### src/rtl/fault_sup_pkg.sv
// Constants and display codes for the fault supervisor
package fault_sup_pkg;

    // ----------------------------------------------------------------
    // Register byte offsets (32-bit Wishbone words)
    // ----------------------------------------------------------------
    localparam logic [7:0] OFS_CTRL   = 8'h00;
    localparam logic [7:0] OFS_SETLIM = 8'h04;
    localparam logic [7:0] OFS_SCALE  = 8'h08;
    localparam logic [7:0] OFS_INDRNG = 8'h0c;
    localparam logic [7:0] OFS_ERRMV  = 8'h10;
    localparam logic [7:0] OFS_STATUS = 8'h14;

    // ----------------------------------------------------------------
    // Control register fields and reset values
    // ----------------------------------------------------------------
    localparam int CTRL_KIND_LSB  = 0;
    localparam int CTRL_UNIT_F    = 2;
    localparam int CTRL_AUX_ERR   = 3;
    localparam int CTRL_CTL_ERR   = 4;
    localparam int CTRL_MV_EN     = 5;
    localparam logic [5:0]  CTRL_RST   = 6'h00;
    localparam logic [31:0] SETLIM_RST = 32'h0190_0000;
    localparam logic [31:0] SCALE_RST  = 32'h0064_0000;
    localparam logic [31:0] INDRNG_RST = 32'h0190_0000;
    localparam logic [15:0] ERRMV_RST  = 16'h0000;

    // Input kinds
    localparam logic [1:0] KIND_RTD = 2'h0;
    localparam logic [1:0] KIND_TC  = 2'h1;
    localparam logic [1:0] KIND_DED = 2'h2;
    localparam logic [1:0] KIND_ANA = 2'h3;

    // ----------------------------------------------------------------
    // Limits, in display units without decimal point
    // ----------------------------------------------------------------
    localparam logic signed [17:0] MARGIN_C   = 18'sd20;
    localparam logic signed [17:0] MARGIN_F   = 18'sd40;
    localparam logic signed [17:0] ANA_DIV    = 18'sd20;   // span / 20 = 5 percent
    localparam logic signed [17:0] DISP_MIN   = -18'sd1999;
    localparam logic signed [17:0] DISP_MAX   = 18'sd9999;
    localparam logic [11:0]        OVERCUR_DA = 12'd550;   // 55.0 A in 0.1 A steps
    localparam logic signed [17:0] AMB_MIN_C  = -18'sd30;
    localparam logic signed [17:0] AMB_MAX_C  = 18'sd75;
    localparam logic signed [17:0] AMB_MIN_F  = 18'sd10;
    localparam logic signed [17:0] AMB_MAX_F  = 18'sd171;

    // Monitor selections from the display driver
    localparam logic [1:0] MON_NONE = 2'h0;
    localparam logic [1:0] MON_HEAT = 2'h1;
    localparam logic [1:0] MON_LEAK = 2'h2;
    localparam logic [1:0] MON_AMB  = 2'h3;

    // Codes sent to the display driver
    typedef enum logic [3:0] {
        DISP_NUMERIC  = 4'h0,
        DISP_IN_ERR   = 4'h1,
        DISP_UNDER    = 4'h2,
        DISP_OVER     = 4'h3,
        DISP_CONV     = 4'h4,
        DISP_MEM      = 4'h5,
        DISP_OVERCUR  = 4'h6,
        DISP_DASHES   = 4'h7
    } disp_code_e;

endpackage

### src/rtl/range_check.sv
// Signed window comparator
`timescale 1ns/1ps
module range_check
    import fault_sup_pkg::*;
#(
    parameter int W = 18
) (
    // Value and window
    input  wire logic signed [W-1:0] value,
    input  wire logic signed [W-1:0] lo,
    input  wire logic signed [W-1:0] hi,
    // Result
    output logic                     below,
    output logic                     above
);

    // ----------------------------------------------------------------
    // Compare
    // ----------------------------------------------------------------
    // Strict compare: the window bounds themselves are still in range
    always_comb begin
        below = value < lo;
        above = value > hi;
    end

endmodule

### src/rtl/controller_fault_supervisor.sv
// Fault supervisor: input, converter, memory, current and ambient faults
// How it works
// RL1 - Temperature inputs: error beyond limits plus margin
// RL2 - Analog inputs: error outside -5 to 105 percent
// RL3 - Dedicated sensor: range equals indication range
// RL4 - RTD open line counts as disconnection
// RL5 - Input error forces all alarms on
// RL6 - Input error drives transfer to full scale
// RL7 - Error-assigned control or aux output turns on
// RL8 - Input error: heat/cool off or configured value
// RL9 - Input error code shown at PV position
// RL10 - Indications go to display one or two
// RL11 - Under/over pattern when control range wider
// RL12 - Display overflow is no fault
// RL13 - Converter fault: code shown, outputs off
// RL14 - Memory fault: code shown, outputs off
// RL15 - Above 55.0 A shows overcurrent, control continues
// RL16 - Overcurrent shown only on current monitors
// RL17 - Heater alarms flash matching monitor on display one
// RL18 - Celsius ambient outside -30..75 shows dashes
// RL19 - Fahrenheit ambient outside 10..171 shows dashes
// RL20 - Ambient out of range leaves control alone
// RL21 - Converter and memory faults latch until reset
`timescale 1ns/1ps
module controller_fault_supervisor
    import fault_sup_pkg::*;
#(
    parameter int               N_ALARM = 3,
    parameter logic [15:0]      XFER_FULL = 16'hffff
) (
    // Clock and reset
    input  wire logic                 ref_clk,
    input  wire logic                 reset_n,
    // Wishbone slave
    input  wire logic                 wb_cyc_i,
    input  wire logic                 wb_stb_i,
    input  wire logic                 wb_we_i,
    input  wire logic [7:0]           wb_adr_i,
    input  wire logic [3:0]           wb_sel_i,
    input  wire logic [31:0]          wb_dat_i,
    output logic      [31:0]          wb_dat_o,
    output logic                      wb_ack_o,
    // Measurement front end
    input  wire logic signed [15:0]   process_value,
    input  wire logic [2:0]           rtd_open_line,
    input  wire logic                 sensor_break,
    input  wire logic                 adc_fail,
    input  wire logic                 mem_fail,
    input  wire logic [11:0]          heater_current,
    input  wire logic signed [9:0]    ambient_temp,
    input  wire logic                 heater_burnout_alarm,
    input  wire logic                 heater_short_alarm,
    // Requests from the control loop
    input  wire logic [7:0]           heat_mv_req,
    input  wire logic [7:0]           cool_mv_req,
    input  wire logic                 aux_req,
    input  wire logic [N_ALARM-1:0]   alarm_req,
    input  wire logic [15:0]          transfer_req,
    // Display driver selection
    input  wire logic [1:0]           monitor_sel,
    input  wire logic                 monitor_on_disp2,
    // Supervised outputs
    output logic [7:0]                heat_mv,
    output logic [7:0]                cool_mv,
    output logic                      aux_out,
    output logic                      err_ctl_out,
    output logic [N_ALARM-1:0]        alarm_out,
    output logic [15:0]               transfer_out,
    // Display codes
    output disp_code_e                disp1_code,
    output disp_code_e                disp2_code,
    output logic                      disp1_flash
);

    // ----------------------------------------------------------------
    // State
    // ----------------------------------------------------------------
    typedef struct packed {
        logic               ack;
        logic [31:0]        rdata;
        logic [5:0]         ctrl;
        logic [31:0]        setlim;
        logic [31:0]        scale;
        logic [31:0]        indrng;
        logic [15:0]        errmv;
        logic               in_err;
        logic               conv;
        logic               mem;
        logic               under;
        logic               over;
        logic               overcur;
        logic               amb_oor;
        logic [7:0]         heat;
        logic [7:0]         cool;
        logic               aux;
        logic               errctl;
        logic [N_ALARM-1:0] alarm;
        logic [15:0]        xfer;
        disp_code_e         d1;
        disp_code_e         d2;
        logic               flash;
    } state_s;

    state_s st_q;
    state_s st_d;

    // ----------------------------------------------------------------
    // Range windows
    // ----------------------------------------------------------------
    logic signed [17:0] ctl_lo;
    logic signed [17:0] ctl_hi;
    logic signed [17:0] span;
    logic signed [17:0] margin;
    logic signed [17:0] chk_val [3];
    logic signed [17:0] chk_lo  [3];
    logic signed [17:0] chk_hi  [3];
    logic [2:0]         chk_below;
    logic [2:0]         chk_above;
    logic [1:0]         kind;
    logic               unit_f;

    assign kind   = st_q.ctrl[CTRL_KIND_LSB +: 2];
    assign unit_f = st_q.ctrl[CTRL_UNIT_F];
    assign margin = unit_f ? MARGIN_F : MARGIN_C; // RL1
    assign span   = 18'(signed'(st_q.scale[31:16])) - 18'(signed'(st_q.scale[15:0]));

    // Control range per kind; the divide is slow but
    // only moves when software rewrites scaling
    always_comb begin
        case (kind)
            KIND_DED: begin
                ctl_lo = 18'(signed'(st_q.indrng[15:0])); // RL3
                ctl_hi = 18'(signed'(st_q.indrng[31:16])); // RL3
            end
            KIND_ANA: begin
                ctl_lo = 18'(signed'(st_q.scale[15:0])) - span / ANA_DIV; // RL2
                ctl_hi = 18'(signed'(st_q.scale[31:16])) + span / ANA_DIV; // RL2
            end
            default: begin
                ctl_lo = 18'(signed'(st_q.setlim[15:0])) - margin; // RL1
                ctl_hi = 18'(signed'(st_q.setlim[31:16])) + margin; // RL1
            end
        endcase
    end

    // Window 0 control range, 1 display range, 2 ambient range
    always_comb begin
        chk_val[0] = 18'(process_value);
        chk_lo[0]  = ctl_lo;
        chk_hi[0]  = ctl_hi;
        chk_val[1] = 18'(process_value);
        chk_lo[1]  = DISP_MIN;
        chk_hi[1]  = DISP_MAX;
        chk_val[2] = 18'(ambient_temp);
        chk_lo[2]  = unit_f ? AMB_MIN_F : AMB_MIN_C; // RL18 RL19
        chk_hi[2]  = unit_f ? AMB_MAX_F : AMB_MAX_C; // RL18 RL19
    end

    for (genvar i = 0; i < 3; i++) begin : g_win
        range_check #(
            .W     (18)
        ) u_win (
            .value (chk_val[i]),
            .lo    (chk_lo[i]),
            .hi    (chk_hi[i]),
            .below (chk_below[i]),
            .above (chk_above[i])
        );
    end

    // ----------------------------------------------------------------
    // Register write merge
    // ----------------------------------------------------------------
    function automatic logic [31:0] merge(input logic [31:0] old_v,
                                          input logic [31:0] new_v,
                                          input logic [3:0]  sel);
        logic [31:0] r;
        r = old_v;
        for (int b = 0; b < 4; b++) begin
            if (sel[b]) begin
                r[8*b +: 8] = new_v[8*b +: 8];
            end
        end
        return r;
    endfunction

    // ----------------------------------------------------------------
    // Next state
    // ----------------------------------------------------------------
    logic        bus_req;
    logic        wide_rng;
    logic        open_in;
    logic        any_hard;
    logic        cur_mon;
    disp_code_e  mon_code;
    logic [31:0] tmp;

    always_comb begin
        st_d     = st_q;
        tmp      = 32'h0000_0000;
        bus_req  = wb_cyc_i && wb_stb_i && !st_q.ack;

        // Bus: one wait state, ack for a single cycle, unmapped reads zero
        st_d.ack = bus_req;
        if (bus_req) begin
            st_d.rdata = 32'h0000_0000;
            case (wb_adr_i)
                OFS_CTRL:   st_d.rdata = {26'h0, st_q.ctrl};
                OFS_SETLIM: st_d.rdata = st_q.setlim;
                OFS_SCALE:  st_d.rdata = st_q.scale;
                OFS_INDRNG: st_d.rdata = st_q.indrng;
                OFS_ERRMV:  st_d.rdata = {16'h0, st_q.errmv};
                OFS_STATUS: st_d.rdata = {24'h0, |rtd_open_line, st_q.amb_oor,
                                          st_q.overcur, st_q.over, st_q.under,
                                          st_q.mem, st_q.conv, st_q.in_err};
                default:    st_d.rdata = 32'h0000_0000;
            endcase
            if (wb_we_i) begin
                case (wb_adr_i)
                    OFS_CTRL: begin
                        tmp        = merge({26'h0, st_q.ctrl}, wb_dat_i, wb_sel_i);
                        st_d.ctrl  = tmp[5:0];
                    end
                    OFS_SETLIM: st_d.setlim = merge(st_q.setlim, wb_dat_i, wb_sel_i);
                    OFS_SCALE:  st_d.scale  = merge(st_q.scale, wb_dat_i, wb_sel_i);
                    OFS_INDRNG: st_d.indrng = merge(st_q.indrng, wb_dat_i, wb_sel_i);
                    OFS_ERRMV: begin
                        tmp        = merge({16'h0, st_q.errmv}, wb_dat_i, wb_sel_i);
                        st_d.errmv = tmp[15:0];
                    end
                    default: ;
                endcase
            end
        end

        // Fault detection; hard faults only ever set, reset alone clears them
        st_d.conv = st_q.conv || adc_fail; // RL21
        st_d.mem  = st_q.mem || mem_fail; // RL21
        any_hard  = st_d.conv || st_d.mem;
        open_in   = sensor_break || ((kind == KIND_RTD) && (|rtd_open_line)); // RL4
        st_d.in_err  = open_in || chk_below[0] || chk_above[0]; // RL1 RL2 RL3
        wide_rng     = (ctl_lo < DISP_MIN) || (ctl_hi > DISP_MAX);
        st_d.under   = !st_d.in_err && wide_rng && chk_below[1]; // RL11 RL12
        st_d.over    = !st_d.in_err && wide_rng && chk_above[1]; // RL11 RL12
        st_d.overcur = heater_current > OVERCUR_DA; // RL15
        st_d.amb_oor = chk_below[2] || chk_above[2]; // RL18 RL19

        // Pass-through unless a fault takes over;
        // overflow, overcurrent and ambient have no say
        st_d.heat   = heat_mv_req; // RL15 RL20 RL12
        st_d.cool   = cool_mv_req;
        st_d.aux    = aux_req;
        st_d.errctl = 1'b0;
        st_d.alarm  = alarm_req;
        st_d.xfer   = transfer_req;
        if (any_hard) begin
            st_d.heat  = 8'h00; // RL13 RL14
            st_d.cool  = 8'h00; // RL13 RL14
            st_d.aux   = 1'b0; // RL13 RL14
            st_d.xfer  = 16'h0000; // RL13 RL14
            st_d.alarm = '0;
        end else if (st_d.in_err) begin
            st_d.alarm  = '1; // RL5
            st_d.xfer   = XFER_FULL; // RL6
            st_d.errctl = st_q.ctrl[CTRL_CTL_ERR]; // RL7
            if (st_q.ctrl[CTRL_AUX_ERR]) begin
                st_d.aux = 1'b1; // RL7
            end
            if (st_q.ctrl[CTRL_MV_EN]) begin
                st_d.heat = st_q.errmv[7:0]; // RL8
                st_d.cool = st_q.errmv[15:8]; // RL8
            end else begin
                st_d.heat = 8'h00; // RL8
                st_d.cool = 8'h00; // RL8
            end
        end

        // Monitor indication for whichever display shows the monitor
        cur_mon  = (monitor_sel == MON_HEAT) || (monitor_sel == MON_LEAK);
        mon_code = DISP_NUMERIC;
        if (cur_mon && st_d.overcur) begin
            mon_code = DISP_OVERCUR; // RL16
        end else if ((monitor_sel == MON_AMB) && st_d.amb_oor) begin
            mon_code = DISP_DASHES; // RL18 RL19
        end

        // Display one carries the process value position
        if (st_d.mem) begin
            st_d.d1 = DISP_MEM; // RL14
        end else if (st_d.conv) begin
            st_d.d1 = DISP_CONV; // RL13
        end else if (st_d.in_err) begin
            st_d.d1 = DISP_IN_ERR; // RL9
        end else if (st_d.under) begin
            st_d.d1 = DISP_UNDER; // RL11
        end else if (st_d.over) begin
            st_d.d1 = DISP_OVER; // RL11
        end else if (!monitor_on_disp2 && (monitor_sel != MON_NONE)) begin
            st_d.d1 = mon_code; // RL10
        end else begin
            st_d.d1 = DISP_NUMERIC;
        end
        st_d.d2 = (monitor_on_disp2 && (monitor_sel != MON_NONE)) ? mon_code
                                                                   : DISP_NUMERIC; // RL10
        st_d.flash = (heater_burnout_alarm && (monitor_sel == MON_HEAT)) ||
                     (heater_short_alarm && (monitor_sel == MON_LEAK)); // RL17
    end

    // ----------------------------------------------------------------
    // State register
    // ----------------------------------------------------------------
    always_ff @(posedge ref_clk or negedge reset_n) begin
        if (!reset_n) begin
            st_q        <= '0;
            st_q.ctrl   <= CTRL_RST;
            st_q.setlim <= SETLIM_RST;
            st_q.scale  <= SCALE_RST;
            st_q.indrng <= INDRNG_RST;
            st_q.errmv  <= ERRMV_RST;
            st_q.d1     <= DISP_NUMERIC;
            st_q.d2     <= DISP_NUMERIC;
        end else begin
            st_q <= st_d;
        end
    end

    // Every output straight from the state register
    assign wb_ack_o     = st_q.ack;
    assign wb_dat_o     = st_q.rdata;
    assign heat_mv      = st_q.heat;
    assign cool_mv      = st_q.cool;
    assign aux_out      = st_q.aux;
    assign err_ctl_out  = st_q.errctl;
    assign alarm_out    = st_q.alarm;
    assign transfer_out = st_q.xfer;
    assign disp1_code   = st_q.d1;
    assign disp2_code   = st_q.d2;
    assign disp1_flash  = st_q.flash;
endmodule

### config.mk
export PLATFORM = sky130hd
export DESIGN_NAME = controller_fault_supervisor
export DESIGN_NICKNAME = d
export VERILOG_FILES = /design/src/rtl/fault_sup_pkg.sv /design/src/rtl/range_check.sv /design/src/rtl/controller_fault_supervisor.sv
export SDC_FILE = /design/constraint.sdc
export NUM_CORES = 1
export LEC_CHECK = 0
export BUFFER_PORTS_ARGS = -buffer_cell sky130_fd_sc_hd__buf_2
export CAP_MARGIN = 20
export CORE_MARGIN = 3
export CORE_UTILIZATION = 40
export CTS_CLUSTER_SIZE = 14
export DETAILED_ROUTE_END_ITERATION = 16
export PLACE_DENSITY_LB_ADDON = 0.3
export SKIP_LAST_GASP = 1
export SYNTH_ARGS = -nofsm -noshare
export SYNTH_HDL_FRONTEND = slang
export SYNTH_HIERARCHICAL = 1
export SYNTH_SLANG_ARGS = --single-unit
### constraint.sdc
create_clock -name ref_clk -period 14.3 [get_ports ref_clk]
set_input_delay 1.43 -clock ref_clk [delete_from_list [all_inputs] [get_ports ref_clk]]
set_output_delay 1.43 -clock ref_clk [all_outputs]
set_load 0.02 [all_outputs]
==> flow_summary_export.csv <==
group,metric,value,unit
place,placed_area,19900,um^2
yosys,ys_types,113,
yosys,syn_area,18600,um^2
setup_path,crit_type,"flip-flop to flip-flop",
die,die_w,221,um
setup_path,cp_max_fo,38,
power_and_ir_drop,pwr-share-seq,18.3,%
worst_hold_path,hp-start,"wb_dat_o[8]",
setup_path,crit_path_end_kind,"flip-flop",
timing,hold_ws,506,ps
grt,grt_max_degree,120,
clock_tree,insertion_delay,530,ps
timing,timing.final.crit_share,93.4,%
power_and_ir_drop,power.switching,1.49,mW
die,chipHeight,221,um
setup_path,crit_family,"compound AO/OA/AOI/OAI gates",
detailed_routing,drt_pass1_iterations,5,
worst_hold_path,hold_path_class,"flip-flop to flip-flop",
cells_and_area,nets,2649,
grt,grt_pass1_wl,90100,um
clock_tree,cts_made_buffers,22,
die,num_rows,78,
power_and_ir_drop,power_frac_comb,63.8,%
timing,tns,0,ps
timing,final_max_slew_viol_count,0,
setup_path,arrival,13740,ps
flow_run,cap_violations,0,
clock_tree,clk_pin_slew,60,ps
detailed_routing,drt_iter0_markers,1136,
cells_and_area,syn2layout_area_growth,13.7,%
cells_and_area,fillers,4424,
place,hpwlAfterDp,45300,um
clock_tree,cts_root_buffer,"clkbuf_16",
power_and_ir_drop,p_clk_share,17.9,%
place,place_ws,-113,ps
yosys,avgSynthCellArea,8.55,um^2
clock_tree,cts_hold_buf,0,
grt,grt_pass1_vias,16400,
clock_tree,h-tree-depth,1,
die,fp.coreArea,45600,um^2
die,die-area,49000,um^2
detailed_routing,vias,16900,
place,gp_congestion,0.915,
detailed_routing,top_layer,"met5",
power_and_ir_drop,p_int,1.66,mW
timing,finClkSkew,24.4,ps
setup_path,cp_num_buf_inv,7,
setup_path,worstPathRequired,14690,ps
timing,setup_violations,0,
detailed_routing,route.met3.wl,2730,um
timing,post-route-min-period,13350,ps
detailed_routing,drt-total-wl,57400,um
detailed_routing,via_per_inst,5.72,
timing,max-slew-margin-rel,26.6,%
yosys,yosysWarningCount,6,
cells_and_area,layout.cells.non_filler,2957,
timing,timing.final.ws_setup,948,ps
status,status,"complete, no violations",
detailed_routing,ant_nets,0,
detailed_routing,dr_wl_met2,28200,um
die,initial_utilization,40.7,%
cells_and_area,design_area,21100,um^2
cells_and_area,final_cell_mix,"buf_2 (209), dfrtp_1 (189), inv_1 (181)",
grt,grt_antenna_before_repair,6,
yosys,synth_ff_type,"dfrtp_1",
yosys,ys_ff_latch,201,
setup_path,reg2reg_slack,950,ps
power_and_ir_drop,powerDensity,149,nW/um^2
setup_path,rr_worst_depth,62,
detailed_routing,wl_met1,25000,um
setup_path,reg2reg_from,"st_q[108]",
timing,hold_viol_final,0,
setup_path,path_common_cell,"o21ai_0",
clock_tree,cts_tree,"done",
clock_tree,clk_path_buf_depth,3,
yosys,yosysSeqAreaShare,27.2,%
cells_and_area,final_common_cell,"buf_2",
yosys,synthArstFlopShare,100,%
place,numPlacedInstances,2901,
timing,max_clock_freq,0.0749,GHz
worst_hold_path,min_path_cells,1,
place,place.port_buffers,210,
setup_path,rr_endpoint,"aux_out",
detailed_routing,wl_per_cell,19.4,um
yosys,synth_edf_count,0,
yosys,syn_inst,2170,
setup_path,start_kind,"flip-flop",
timing,worst_slew_pin_slew,1100,ps
setup_path,slowest_delay,460,ps
setup_path,crit_slowest_cell,"dfrtp_1",
power_and_ir_drop,peakVddDrop,174,uV
grt,grt_usage,22.3,%
grt,grt_overflow,0,
power_and_ir_drop,p_leak,10.4,nW
cells_and_area,drive_above_1_share,22.8,%
detailed_routing,post-route-drc-count,0,
die,ioPinCount,213,
worst_hold_path,hold-path-endpoint,"wb_dat_o[8]",
clock_tree,cts.sinks,201,
power_and_ir_drop,sw_frac_of_total,47.2,%
==> metal layers <==
metal	track usage, %	up-vias
met5	0	-
met4	6.27	8
met3	2.83	106
met2	38.8	469
met1	29.3	8257
li1	-	8067
==> synth_stat cells (all sizes together) (6+ instances only) <==
master	n	area share [%]
o31ai	11	0.50
a41oi	8	0.42
o211ai	14	0.57
o21bai	10	0.42
a211oi	31	1.3
nor2b	13	0.44
o21ai	89	2.4
clkbuf	65	1.3
dfstp	9	1.3
a21o	26	1.1
a221oi	12	0.63
a2111oi	6	0.29
nand3	50	1.4
nor2	186	3.8
o22ai	7	0.27
nand2b	12	0.40
mux2i	53	2.9
xor2	35	1.7
o31a	7	0.33
and3	20	0.70
a22o	52	2.5
nor4	14	0.65
nor3	49	1.4
a31oi	20	0.79
a22oi	13	0.53
a211o	11	0.52
dfrtp	192	26
nand2	176	3.6
inv	181	3.7
o211a	6	0.32
o32ai	7	0.37
xnor2	51	2.4
ha	170	11
o21a	7	0.28
or3	7	0.26
and4	7	0.33
a21oi	180	5.0
mux2	119	7.2
and2	10	0.35
or2	9	0.30
buf	103	4.0
o221ai	9	0.53
nand4	29	1.1
a21boi	11	0.47
==> cells by family after synthesis <==
family                     synth area share [%]
and+or+nand+nor                            15.4
AOI/OAI and AO/OA                          22.3
other                                    0.0405
buffers and inverters                      8.94
muxes                                      10.1
DFF                                        27.2
xor gates and xnor gates                   4.06
adders and majority gates                  12.0
==> power groups by stage <==
stage	Sequential, mW	Clock (mW)	Combinational (mW)
floorplan	0.586	0	1.31
global placement	0.587	0	1.77
detailed placement	0.587	0	1.78
CTS	0.577	0.574	1.80
global route	0.577	0.593	2.18
finish	0.577	0.563	2.01
==> area by class of cell <==
cell class,instances,area [um^2],area share (%)
antenna,2,5.00,0.0237
clock buffer,33,662,3.14
clock inverter,6,47.5,0.225
inverter,181,679,3.22
multi-input combinational,1675,12400,59.0
sequential,201,5040,23.9
tap,600,751,3.56
timing repair buffer,259,1470,6.95
==> through the flow <==
| step | total power [mW] | util (%) |
|---|---|---|
| final | 3.15 | 46.3 |
| after detailed placement | 2.37 | 43.7 |
| after floorplan | 1.89 | - |
| after CTS | 2.95 | 45.3 |
| after global routing | 3.35 | 46.3 |
| after global placement | 2.36 | 43.7 |
==> what timing repair did <==
item | CTS | global route
gates resized for setup | 4 | 79
cloned | 0 | 0
buffers inserted | 0 | 14
endpoints found under the setup margin | 41 | 43
pin swaps | 0 | 13
==> worst max path at each step <==
stage / start / endpoint / cells after the start
after global routing: st_q[108] / aux_out / 60
after global placement: st_q[105] / disp1_code[2] / 62
after floorplan: st_q[101] / cool_mv[6] / 66
after detailed placement: st_q[101] / disp1_code[1] / 61
after CTS: st_q[105] / disp1_code[1] / 63
final: st_q[108] / aux_out / 62
==> flip-flops by register name, indices dropped and copies added, names as in the netlist <==
register and cells:
aux_out 1, transfer_out 16, wb_dat_o 32, disp1_code 3
disp2_code 2, kind 2, wb_ack_o 1, heat_mv 8
disp1_flash 1, st_q 123, err_ctl_out 1, alarm_out 3
cool_mv 8
Note: power is estimated with default switching activity, not from simulation.
